<file path="config.mk">
export PLATFORM = sky130hd
export DESIGN_NAME = ioc_osc_ctrl
export DESIGN_NICKNAME = d
export VERILOG_FILES = /design/src/inc/ioc_pkg.sv /design/src/hw/ioc_osc_ctrl.sv
export SDC_FILE = /design/constraint.sdc
export NUM_CORES = 1
export LEC_CHECK = 0
export BUFFER_PORTS_ARGS = -buffer_cell sky130_fd_sc_hd__buf_2
export CELL_PAD_IN_SITES_DETAIL_PLACEMENT = 0
export CELL_PAD_IN_SITES_GLOBAL_PLACEMENT = 2
export CORE_MARGIN = 2
export CORE_UTILIZATION = 32
export DETAILED_ROUTE_END_ITERATION = 7
export GPL_TIMING_DRIVEN = 0
export PLACE_DENSITY_LB_ADDON = 0.1
export SYNTH_ARGS = -nofsm -noshare
export SYNTH_HDL_FRONTEND = slang
export SYNTH_SLANG_ARGS = --single-unit
</file>
<file path="constraint.sdc">
create_clock -name hclk -period 3.27 [get_ports hclk]
set_input_delay 0 -clock hclk [delete_from_list [all_inputs] [get_ports hclk]]
set_output_delay 0 -clock hclk [all_outputs]
set_load 0.05 [all_outputs]
</file>
<file path="src/inc/ioc_pkg.sv">
package ioc_pkg;

  localparam int          CLK_PERIOD_NS     = 100;
  localparam int          HADDR_W           = 8;

  // Register byte offsets
  localparam logic [7:0]  OFF_CTRL          = 8'h00;
  localparam logic [7:0]  OFF_TRIM          = 8'h04;
  localparam logic [7:0]  OFF_STATUS        = 8'h08;
  localparam logic [7:0]  OFF_INT_STAT      = 8'h0C;
  localparam logic [7:0]  OFF_INT_MASK      = 8'h10;

  // Control word fields
  localparam int          CTRL_IFS_LSB      = 0;
  localparam int          CTRL_SCS_LSB      = 4;
  localparam logic [3:0]  IFS_RESET         = 4'h0;
  localparam logic [1:0]  SCS_RESET         = 2'h0;
  localparam logic [2:0]  CFG_OSC_INTERNAL  = 3'h4;

  // Trim value
  localparam int          TRIM_W            = 6;
  localparam logic [5:0]  TRIM_RESET        = 6'h00;
  localparam int          TRIM_STEP_NS      = 1000;
  localparam int          TRIM_STEP_CYC     = (TRIM_STEP_NS + CLK_PERIOD_NS - 1) / CLK_PERIOD_NS;

  // Frequency select decode
  localparam logic [3:0]  IFS_LF_CODE       = 4'h0;
  localparam logic [3:0]  IFS_MF_LAST       = 4'h9;
  localparam logic [3:0]  IFS_HF_LAST       = 4'hF;

  // Start-up timer
  localparam int          OST_CYCLES        = 1024;
  localparam int          OST_W             = 11;

  // Status / interrupt bit positions
  localparam int          NUM_FLAGS         = 6;
  localparam int          ST_HF_READY       = 0;
  localparam int          ST_HF_LOCKED      = 1;
  localparam int          ST_HF_STABLE      = 2;
  localparam int          ST_MF_READY       = 3;
  localparam int          ST_LF_READY       = 4;
  localparam int          ST_EXT_RUNNING    = 5;
  localparam logic [5:0]  INT_MASK_RESET    = 6'h00;

  localparam logic [1:0]  HTRANS_NONSEQ     = 2'h2;

  typedef enum logic [1:0] {
    IOC_SRC_LF,
    IOC_SRC_MF,
    IOC_SRC_HF
  } ioc_src_t;

  typedef struct packed {
    logic [1:0] system_clock_source_select;
    logic [3:0] ifs;
  } ioc_ctrl_t;

  typedef struct packed {
    logic       ext_running;
    logic       lf_ready;
    logic       mf_ready;
    logic       hf_stable;
    logic       hf_locked;
    logic       hf_ready;
  } ioc_flags_t;

  typedef struct packed {
    ioc_src_t   src;
    logic [3:0] div_shift;
  } ioc_postscale_t;

endpackage

</file>
<file path="src/hw/ioc_osc_ctrl.sv">
// Register access over AHB-Lite and the register addresses were left to the implementer.
`timescale 1ns/1ns
// Contract
// - 16 MHz HF source via postscaler select
// - HF/MF enabled by select and config/scs
// - HF ready flag while HF runs
// - HF locked flag within 2 percent
// - HF stable flag within half percent
// - Fast start-up oscillator until HF ready
// - 500 kHz MF source, nine derived frequencies
// - MF ready flag while MF runs
// - One trim value shifts HF and MF
// - Trim is 6-bit signed, resets zero
// - Trim moves gradually, no done flag
// - Trim never touches LF source
// - Uncalibrated 31 kHz LF source, feeds timers
// - LF enabled by select 0000 with config/scs, or users
// - LF ready flag while LF runs
// - Two-speed wake counts 1024 external cycles
// - Wait internal fall, set flag, switch
// - External-running flag readable by software
module ioc_osc_ctrl
  import ioc_pkg::*;
#(
  parameter int OST_COUNT = OST_CYCLES
) (
  input  wire logic                hclk,
  input  wire logic                hresetn,
  input  wire logic                clk_en,
  // AHB-Lite slave
  input  wire logic                hsel,
  input  wire logic [31:0]         haddr,
  input  wire logic [1:0]          htrans,
  input  wire logic                hwrite,
  input  wire logic [2:0]          hsize,
  input  wire logic                hready,
  input  wire logic [31:0]         hwdata,
  output logic      [31:0]         hrdata,
  output logic                     hreadyout,
  output logic                     hresp,
  output logic                     irq,
  // Configuration and system inputs
  input  wire logic [2:0]          config_osc_select,
  input  wire logic                lf_users_active,
  input  wire logic                two_speed_enable,
  input  wire logic                wake_start,
  // Analog oscillator status, asynchronous to hclk
  input  wire logic                hf_running_raw,
  input  wire logic                hf_within_lock_raw,
  input  wire logic                hf_within_stable_raw,
  input  wire logic                mf_running_raw,
  input  wire logic                lf_running_raw,
  // Clock levels, sampled as synchronous
  input  wire logic                int_osc_level,
  input  wire logic                ext_osc_level,
  // Oscillator and clock tree controls
  output logic                     high_freq_internal_osc_en,
  output logic                     medium_freq_internal_osc_en,
  output logic                     low_freq_internal_osc_en,
  output logic      [TRIM_W-1:0]   osc_trim_value,
  output ioc_postscale_t           postscale_sel,
  output logic                     fast_startup_sel,
  output logic                     sys_clk_hold,
  output logic                     sys_clk_ext_sel,
  output logic                     osc_startup_timer_active
);

  typedef enum logic [2:0] {
    TS_INTERNAL,
    TS_OST_COUNT,
    TS_WAIT_INT_FALL,
    TS_WAIT_EXT_FALL,
    TS_EXTERNAL
  } ioc_ts_state_t;

  localparam int NUM_RAW = 5;

  // Frequency select decode, shared by the enables and the mux
  function automatic ioc_postscale_t ioc_decode(input logic [3:0] ifs);
    ioc_postscale_t d;
    d.src       = IOC_SRC_LF;
    d.div_shift = 4'h0;
    if (ifs == IFS_LF_CODE) begin
      d.src       = IOC_SRC_LF;
      d.div_shift = 4'h0;
    end else if (ifs <= IFS_MF_LAST) begin
      d.src       = IOC_SRC_MF;
      d.div_shift = IFS_MF_LAST - ifs;
    end else begin
      d.src       = IOC_SRC_HF;
      d.div_shift = IFS_HF_LAST - ifs;
    end
    return d;
  endfunction

  ioc_ctrl_t                ctrl_ff;
  logic signed [TRIM_W-1:0] trim_target_ff;
  logic signed [TRIM_W-1:0] trim_applied_ff;
  logic        [7:0]        trim_step_cnt_ff;
  logic        [5:0]        int_stat_ff;
  logic        [5:0]        int_mask_ff;
  logic        [NUM_RAW-1:0] sync1_ff;
  logic        [NUM_RAW-1:0] sync2_ff;
  logic        [NUM_RAW-1:0] raw_in;
  ioc_flags_t               flags;
  logic        [5:0]        flags_prev_ff;
  logic        [5:0]        flag_rise;
  logic                     ext_running_ff;
  ioc_ts_state_t            ts_state_ff;
  logic        [OST_W-1:0]  ost_cnt_ff;
  logic                     por_pending_ff;
  logic                     int_prev_ff;
  logic                     ext_prev_ff;
  logic                     int_fall;
  logic                     ext_fall;
  logic                     ext_rise;
  logic                     fast_sel_ff;
  ioc_postscale_t           post_ff;
  ioc_postscale_t           dec;
  logic                     hfmf_en;
  logic                     lf_en;
  logic        [31:0]       hrdata_ff;
  logic                     wr_pend_ff;
  logic        [7:0]        wr_addr_ff;
  logic                     addr_ok;
  logic                     rd_take;
  logic                     wr_take;
  logic        [31:0]       rd_value;
  logic        [5:0]        w1c_clear;

  // Bus: zero wait states; a frozen block holds the bus off
  assign hreadyout = clk_en;
  assign hresp     = 1'b0;
  assign hrdata    = hrdata_ff;
  assign addr_ok   = hsel && hready && (htrans == HTRANS_NONSEQ);
  assign rd_take   = addr_ok && !hwrite;
  assign wr_take   = addr_ok && hwrite;

  always_ff @(posedge hclk or negedge hresetn) begin
    if (!hresetn) begin
      wr_pend_ff <= 1'b0;
      wr_addr_ff <= 8'h00;
    end else if (clk_en) begin
      wr_pend_ff <= wr_take;
      wr_addr_ff <= haddr[HADDR_W-1:0];
    end
  end

  always_comb begin
    rd_value = 32'h0000_0000;
    case (haddr[HADDR_W-1:0])
      OFF_CTRL:     rd_value = {26'h0, ctrl_ff};
      OFF_TRIM:     rd_value = {26'h0, trim_target_ff};
      OFF_STATUS:   rd_value = {26'h0, flags};
      OFF_INT_STAT: rd_value = {26'h0, int_stat_ff};
      OFF_INT_MASK: rd_value = {26'h0, int_mask_ff};
      default:      rd_value = 32'h0000_0000;
    endcase
  end

  // Read data captured at the address phase; stands for the data phase
  always_ff @(posedge hclk or negedge hresetn) begin
    if (!hresetn) begin
      hrdata_ff <= 32'h0000_0000;
    end else if (clk_en && rd_take) begin
      hrdata_ff <= rd_value;
    end
  end

  always_ff @(posedge hclk or negedge hresetn) begin
    if (!hresetn) begin
      ctrl_ff <= '{system_clock_source_select: SCS_RESET, ifs: IFS_RESET};
    end else if (clk_en && wr_pend_ff && wr_addr_ff == OFF_CTRL) begin
      ctrl_ff <= hwdata[5:0];
    end
  end

  always_ff @(posedge hclk or negedge hresetn) begin
    if (!hresetn) begin
      trim_target_ff <= TRIM_RESET;
    end else if (clk_en && wr_pend_ff && wr_addr_ff == OFF_TRIM) begin
      trim_target_ff <= hwdata[TRIM_W-1:0];
    end
  end

  always_ff @(posedge hclk or negedge hresetn) begin
    if (!hresetn) begin
      int_mask_ff <= INT_MASK_RESET;
    end else if (clk_en && wr_pend_ff && wr_addr_ff == OFF_INT_MASK) begin
      int_mask_ff <= hwdata[5:0];
    end
  end

  // Trim walks one code at a time so the oscillator never jumps
  always_ff @(posedge hclk or negedge hresetn) begin
    if (!hresetn) begin
      trim_applied_ff  <= TRIM_RESET;
      trim_step_cnt_ff <= 8'h00;
    end else if (clk_en) begin
      if (trim_applied_ff == trim_target_ff) begin
        trim_step_cnt_ff <= 8'h00;
      end else if (trim_step_cnt_ff == 8'(TRIM_STEP_CYC - 1)) begin
        trim_step_cnt_ff <= 8'h00;
        if (trim_target_ff > trim_applied_ff) begin
          trim_applied_ff <= trim_applied_ff + 6'sh01;
        end else begin
          trim_applied_ff <= trim_applied_ff - 6'sh01;
        end
      end else begin
        trim_step_cnt_ff <= trim_step_cnt_ff + 8'h01;
      end
    end
  end

  // One trim drives the shared base; the LF source has no trim input
  assign osc_trim_value = trim_applied_ff;

  assign dec     = ioc_decode(ctrl_ff.ifs);
  assign hfmf_en = (dec.src != IOC_SRC_LF)
                && ((config_osc_select == CFG_OSC_INTERNAL) || ctrl_ff.system_clock_source_select[1]);
  assign lf_en   = ((dec.src == IOC_SRC_LF) && ctrl_ff.system_clock_source_select[1])
                || ((dec.src == IOC_SRC_LF) && (config_osc_select == CFG_OSC_INTERNAL))
                || lf_users_active;

  assign high_freq_internal_osc_en   = hfmf_en;
  assign medium_freq_internal_osc_en = hfmf_en;
  assign low_freq_internal_osc_en    = lf_en;

  always_ff @(posedge hclk or negedge hresetn) begin
    if (!hresetn) begin
      post_ff <= '{src: IOC_SRC_LF, div_shift: 4'h0};
    end else if (clk_en) begin
      post_ff <= ioc_decode(ctrl_ff.ifs);
    end
  end
  assign postscale_sel = post_ff;

  // Two-flop synchronisers for the analog status levels
  assign raw_in = {lf_running_raw, mf_running_raw, hf_within_stable_raw,
                   hf_within_lock_raw, hf_running_raw};

  genvar gi;
  generate
    for (gi = 0; gi < NUM_RAW; gi++) begin : g_sync
      always_ff @(posedge hclk or negedge hresetn) begin
        if (!hresetn) begin
          sync1_ff[gi] <= 1'b0;
          sync2_ff[gi] <= 1'b0;
        end else if (clk_en) begin
          sync1_ff[gi] <= raw_in[gi];
          sync2_ff[gi] <= sync1_ff[gi];
        end
      end
    end
  endgenerate

  assign flags.hf_ready    = sync2_ff[0];
  assign flags.hf_locked   = sync2_ff[1];
  assign flags.hf_stable   = sync2_ff[2];
  assign flags.mf_ready    = sync2_ff[3];
  assign flags.lf_ready    = sync2_ff[4];
  assign flags.ext_running = ext_running_ff;

  // Core runs on the fast start-up oscillator until HF reports ready
  always_ff @(posedge hclk or negedge hresetn) begin
    if (!hresetn) begin
      fast_sel_ff <= 1'b1;
    end else if (clk_en) begin
      if (!hfmf_en) begin
        fast_sel_ff <= 1'b1;
      end else if (flags.hf_ready) begin
        fast_sel_ff <= 1'b0;
      end
    end
  end
  assign fast_startup_sel = fast_sel_ff;

  // Clock level edges
  always_ff @(posedge hclk or negedge hresetn) begin
    if (!hresetn) begin
      int_prev_ff <= 1'b0;
      ext_prev_ff <= 1'b0;
    end else if (clk_en) begin
      int_prev_ff <= int_osc_level;
      ext_prev_ff <= ext_osc_level;
    end
  end
  assign int_fall = int_prev_ff && !int_osc_level;
  assign ext_fall = ext_prev_ff && !ext_osc_level;
  assign ext_rise = !ext_prev_ff && ext_osc_level;

  // Release of reset counts as a power-on wake
  always_ff @(posedge hclk or negedge hresetn) begin
    if (!hresetn) begin
      por_pending_ff <= 1'b1;
    end else if (clk_en) begin
      por_pending_ff <= 1'b0;
    end
  end

  always_ff @(posedge hclk or negedge hresetn) begin
    if (!hresetn) begin
      ts_state_ff    <= TS_INTERNAL;
      ost_cnt_ff     <= '0;
      ext_running_ff <= 1'b0;
    end else if (clk_en) begin
      if ((wake_start || por_pending_ff) && two_speed_enable) begin
        ts_state_ff    <= TS_OST_COUNT;
        ost_cnt_ff     <= '0;
        ext_running_ff <= 1'b0;
      end else begin
        case (ts_state_ff)
          TS_INTERNAL: begin
            ts_state_ff <= TS_INTERNAL;
          end
          TS_OST_COUNT: begin
            if (ext_rise) begin
              if (ost_cnt_ff == OST_W'(OST_COUNT - 1)) begin
                ts_state_ff <= TS_WAIT_INT_FALL;
              end
              ost_cnt_ff <= ost_cnt_ff + 1'b1;
            end
          end
          TS_WAIT_INT_FALL: begin
            if (int_fall) begin
              ext_running_ff <= 1'b1;
              ts_state_ff    <= TS_WAIT_EXT_FALL;
            end
          end
          TS_WAIT_EXT_FALL: begin
            if (ext_fall) begin
              ts_state_ff <= TS_EXTERNAL;
            end
          end
          TS_EXTERNAL: begin
            ts_state_ff <= TS_EXTERNAL;
          end
          default: begin
            ts_state_ff <= TS_INTERNAL;
          end
        endcase
      end
    end
  end

  assign sys_clk_hold             = (ts_state_ff == TS_WAIT_EXT_FALL);
  assign sys_clk_ext_sel          = (ts_state_ff == TS_EXTERNAL);
  assign osc_startup_timer_active = (ts_state_ff == TS_OST_COUNT);

  // Sticky events on rising flags; a set in the clear cycle wins
  always_ff @(posedge hclk or negedge hresetn) begin
    if (!hresetn) begin
      flags_prev_ff <= 6'h00;
    end else if (clk_en) begin
      flags_prev_ff <= flags;
    end
  end
  assign flag_rise = flags & ~flags_prev_ff;
  assign w1c_clear = (wr_pend_ff && wr_addr_ff == OFF_INT_STAT) ? hwdata[5:0] : 6'h00;

  always_ff @(posedge hclk or negedge hresetn) begin
    if (!hresetn) begin
      int_stat_ff <= 6'h00;
    end else if (clk_en) begin
      int_stat_ff <= (int_stat_ff & ~w1c_clear) | flag_rise;
    end
  end

  assign irq = |(int_stat_ff & int_mask_ff);

endmodule

</file>
* Word-level counts from Yosys, hierarchy flattened *
Cells that the tools add are included.

word-level totals
  register bits = 120
  input port bits = 88
  output and inout port bits = 54
  word-level logic and storage cells = 127

cells by class
  add/subtract/negate cells = 6
  order comparisons = 2
  equal/unequal tests = 21
  mux-type cells = 21
  bitwise gates (word level) = 7
  reduce and logical (&&, ||, !) cells = 40

operators by type and width
  kind                                                                     count
  11-bit two-way mux                                                       3
  8-bit by 4-bit equality test with 1-bit output, second input constant    4
  6-bit one-hot mux with 5 select lines                                    1
  6-bit two-way mux                                                        4
  6-bit bitwise AND                                                        3
  1-bit logical AND                                                        17
  8-bit by 3-bit equality test with 1-bit output, second input constant    2
  8-bit by 5-bit equality test with 1-bit output, second input constant    2
  8-bit logical NOT                                                        2
  8-bit two-way mux                                                        2
  3-bit two-way mux                                                        5
  6-bit NOT                                                                2
  3-bit one-hot mux with 4 select lines                                    1
  11-bit by 1-bit adder with 11-bit output, second input constant          1
  11-bit by 10-bit equality test with 1-bit output, second input constant  1
  2-bit nonzero test                                                       5
  3-bit by 1-bit != test with 1-bit output, second input constant          3
  3-bit AND reduction                                                      3
  8-bit by 1-bit adder with 8-bit output, second input constant            1
  4-bit subtractor, first input constant                                   2
  6-bit by 2-bit adder with 6-bit output, second input constant            1
  3-bit by 2-bit equality test with 1-bit output, second input constant    2
  3-bit equality test, second input constant                               2
  6-bit equality test                                                      1
  other kinds (17)                                                         27

* Logic depth before layout (Yosys ltp) *
  word-level depth = 7
  mapped depth = 11
  depth with buffers taken out = 11

* Least setup slack after synthesis *
OpenSTA, ideal clock, no wires.

  path type = reg2reg
  from = reg trim_applied_ff[5], in the netlist osc_trim_value[5]
  to = reg trim_applied_ff[5], in the netlist osc_trim_value[5]
  library setup time = 141 ps
  data arrival time = 2703 ps
  required time = 3129 ps
  setup slack = 426 ps
  stages on the path, launching flop included = 12
  path buffers = 0
  period minus slack after synthesis = 2844 ps
  cells stage by stage = dfrtp_1 > inv_1 > ha_1 > nand4_1 > o21bai_1 > a31o_2 > ha_1 > a211oi_1 > o21ai_0 > a211oi_1 > mux2i_1 > xnor2_1

between the ends
  longest elaborated chain between the ends = 3
  elaborated cells between the ends (all ways) = 7
  classes of those cells = add/sub (2); order compare (1); eq/ne (1); mux (1); bitwise (1); reduce/logical (1)

ends and longest elaborated chain
  element                                                                              line                 text
  from (decl)                                                                          ioc_osc_ctrl.sv:98   logic signed [TRIM_W-1:0] trim_applied_ff;
  from (signal assigned)                                                               ioc_osc_ctrl.sv:205  trim_applied_ff <= trim_applied_ff + 6'sh01;
  from (signal assigned)                                                               ioc_osc_ctrl.sv:207  trim_applied_ff <= trim_applied_ff - 6'sh01;
  branches (longest 3 deep; another with 6-bit by 2-bit subtractor with 6-bit output)  -

Several ways; the timed one is not identified.
A chain may end at the register's enable or synchronous reset.

* Worst setup path in the final report *
Ends and elaborated chain as after synthesis.

==> flow_summary_export.csv <==
group,metric,value,unit
outcome,status,"completed",
min_path,min_path_type,"input port to register",
floorplanning,design.core.area,15000,um2
place,place.gp.congestion,0.821,
worst_setup_path,critical_path_class,"register to register",
floorplanning,fp.dieH,128,um
global_routing,grt_max_degree,69,
synth,ys_ff_latch,94,
worst_setup_path,slowest_delay,410,ps
synth,synthArstFlopShare,100,%
clock_tree,ctsHtreeMaxLevel,3,
synth,syn_area_per_cell,10.3,um2
floorplanning,die-area,16300,um2
routing,dr.pass1.iters,5,
flow_run,maxCapViolCount,0,
pwr,p_total,3.40,mW
place,pre_cts_slack,474,ps
timing,fin_crit_sh,86.5,%
global_routing,grt_pass1_wl,19.7,mm
clock_tree,hold_buffers,21,
timing,whs,41.8,ps
finish,area_growth,23.8,%
synth,synth_edf_count,0,
min_path,hold_end,"hrdata[1]$_DFFE_PN0P_",
synth,synth_most_common_cell,"dfrtp_1",
routing,vias,3750,
worst_setup_path,timing.rr.start,"osc_trim_value[5]$_DFFE_PN0P_",
timing,max_freq,354,MHz
finish,fillers,1488,
routing,wl_per_cell,15.6,um
floorplanning,rows,45,
synth,synthFlopType,"dfrtp_1",
pwr,power_density,562,nW/um2
global_routing,antenna_found_initial,0,
pwr,leakagePower,2.90,nW
routing,drt_iter0_drc,157,
global_routing,grtUsageTotal,15.8,%
min_path,hold_path_depth,4,
finish,num_antenna_cells,0,
worst_setup_path,crit_path_top_delay_cell,"dfrtp_1",
clock_tree,cts_tree,"built",
finish,postLayoutCoreUtil,40.2,%
min_path,min-delay-start,"haddr[2]",
synth,yosysTopAreaCell,"dfrtp_1",
timing,hold_viol,0,
synth,yosys_warnings,0,
global_routing,overflow,0,
clock_tree,cts_root_buffer,"clkbuf_16",
floorplanning,die_x,128,um
timing,finalWorstSetupSlack,441,ps
clock_tree,path_clk_slew,60,ps
clock_tree,cts.sinks,94,
finish,finalNonFillerCells,782,
synth,ys_seq_area_share,48.2,%
clock_tree,cts_setup_buffers,0,
worst_setup_path,cp_num_buf_inv,1,
synth,syn-instance-count,473,
synth,synth_cell_types,60,
timing,fin_skew,6.50,ps
routing,drt-vias-per-instance,4.80,
timing,maxSlewViolCount,0,
place,numPortBuffers,58,
clock_tree,clk_latency,350,ps
worst_setup_path,critPathLaunchType,"register",
timing,rsz0062_at_grt,"false",
synth,yosys-top-cells-count,"92 x dfrtp_1, 54 x o21ai_0, 52 x nand2_1",
finish,layout.nets,693,
floorplanning,initial_core_util,32.5,%
worst_setup_path,crit_family,"compound AO/OA/AOI/OAI gates",
pwr,ir_drop,0.281,mV
worst_setup_path,path_cells,"inv_1, ha_1, nand4_1, o21bai_1, a31o_2, ha_1, a211oi_1, o21ai_0, a211oi_1, mux2i_1, xnor2_1",
timing,fin_crit,2830,ps
clock_tree,cts_resized,0,
timing,setup_viol,0,
timing,tightestPinTransition,789,ps
place,dp.cells,746,
worst_setup_path,reg2reg_depth,11,
worst_setup_path,critPathCaptureType,"register",
routing,totalWireLength,12.2,mm
routing,drcViolationCount,0,
timing,slew_headroom,46.9,%
place,dpl_cell_area,5540,um2
synth,synth_top_area_share,47.1,%
finish,stdcell_area,6050,um2
finish,drive_gt1_share,25.4,%
timing,tns,0,ps
global_routing,grt_pass1_vias,3641,
worst_setup_path,r2r_end,"osc_trim_value[5]$_DFFE_PN0P_",
worst_setup_path,critical_path_required,3500,ps
synth,ys_top_cells_by_area,"dfrtp_1 47%, mux2_2 7.8%, o21ai_0 5.5%, buf_4 4.6%, nand2_1 4.0%",
routing,antenna_left,0,
clock_tree,cts.path.max_buffers,2,
place,dp_hpwl,8.97,mm
worst_setup_path,crit_arrival,3060,ps
clock_tree,cts_buffers,9,
synth,syn_area,4890,um2
floorplanning,io_pins,142,
worst_setup_path,path_max_fanout,6,
worst_setup_path,r2r_setup_slack,440,ps
-- worst max path at each step --
stage | depth (start not counted) | start | slack (ps) | end
2_1_floorplan | 11 | osc_trim_value[5]$_DFFE_PN0P_ | 430 | osc_trim_value[5]$_DFFE_PN0P_
3_3_place_gp | 11 | osc_trim_value[5]$_DFFE_PN0P_ | 460 | osc_trim_value[5]$_DFFE_PN0P_
3_5_place_dp | 11 | osc_trim_value[5]$_DFFE_PN0P_ | 470 | osc_trim_value[5]$_DFFE_PN0P_
4_1_cts | 11 | osc_trim_value[5]$_DFFE_PN0P_ | 450 | osc_trim_value[5]$_DFFE_PN0P_
5_1_grt | 11 | osc_trim_value[5]$_DFFE_PN0P_ | 280 | osc_trim_value[5]$_DFFE_PN0P_
6_report | 11 | osc_trim_value[5]$_DFFE_PN0P_ | 440 | osc_trim_value[5]$_DFFE_PN0P_
-- cell type report --
cell class	instances	area [um2]	share of cell area (%)
Buffer	46	288	4.76
Sequential cell	94	2350	38.9
Clock buffer	12	256	4.24
Inverter	24	90.1	1.49
Multi-Input combinational cell	335	2250	37.2
Timing Repair Buffer	80	531	8.77
Tap cell	188	235	3.89
Clock inverter	3	43.8	0.724
-- worst reg2reg max path, cell delays in order, from the launching register on --
cell	delay [ps]
dfrtp_1	410
inv_1	60
ha_1	300
nand4_1	140
o21bai_1	190
a31o_2	310
ha_1	300
a211oi_1	310
o21ai_0	200
a211oi_1	230
mux2i_1	130
xnor2_1	130
-- where the power goes --
part / switching [mW] / leakage [nW] / internal [mW]
Clock: 0.443 / 0.149 / 0.631
Combinational: 0.584 / 1.58 / 0.325
Sequential: 0.127 / 1.17 / 1.29
-- layout by cell type (no fill, tap or decap), types with 3 or more instances in the layout --
master	netlist	routed
clkbuf_1	14	15
buf_2	1	58
xor2_1	11	11
a32o_1	5	5
dfrtp_1	92	92
nor2_1	21	21
a21o_1	5	5
a21oi_1	5	5
conb_1	1	27
mux2_2	34	34
nand4_1	4	4
o21ai_0	54	54
nor3_1	10	10
clkbuf_16	0	9
mux2i_1	16	16
ha_1	14	14
nor4_1	3	3
xnor2_1	4	4
o2bb2ai_1	3	3
o21ai_1	7	7
buf_4	30	31
inv_1	23	23
a22oi_1	3	3
nand3_1	8	8
nand2_1	52	52
and3_1	5	5
dlygate4sd3_1	0	21
nor2b_1	3	3
-- logic make-up after synthesis --
family | after synthesis | synth area share (%)
AO/OA/AOI/OAI | 102 | 12.8
other | 1 | 0.0768
adder cells (fa/ha/maj) | 15 | 3.99
AND/OR/NAND/NOR | 126 | 13.4
XOR/XNOR | 15 | 2.69
flip-flops | 94 | 48.2
buffers and inverters | 70 | 7.73
multiplexers | 50 | 11.1
-- flip-flops by register name (all words and copies together) (netlist names) --
signal / cells
ctrl_ff: 6
ext_prev_ff: 1
ext_running_ff: 1
fast_startup_sel: 1
flags: 5
flags_prev_ff: 6
hrdata: 6
int_mask_ff: 6
int_prev_ff: 1
int_stat_ff: 6
osc_trim_value: 6
ost_cnt_ff: 11
por_pending_ff: 1
postscale_sel: 6
sync1_ff: 5
trim_step_cnt_ff: 8
trim_target_ff: 6
ts_state_ff: 3
wr_addr_ff: 8
wr_pend_ff: 1
-- routing by layer --
| metal | global-route usage [%] | part of all wire, % | vias to the layer above |
|---|---|---|---|
| li1 | - | - | 1851 |
| met1 | 22.9 | 52 | 1804 |
| met2 | 23.8 | 43 | 82 |
| met3 | 2.18 | 3.4 | 13 |
| met4 | 6.21 | 1.7 | 0 |
| met5 | 0 | 0 | - |
(Power assumes the default switching activity.)
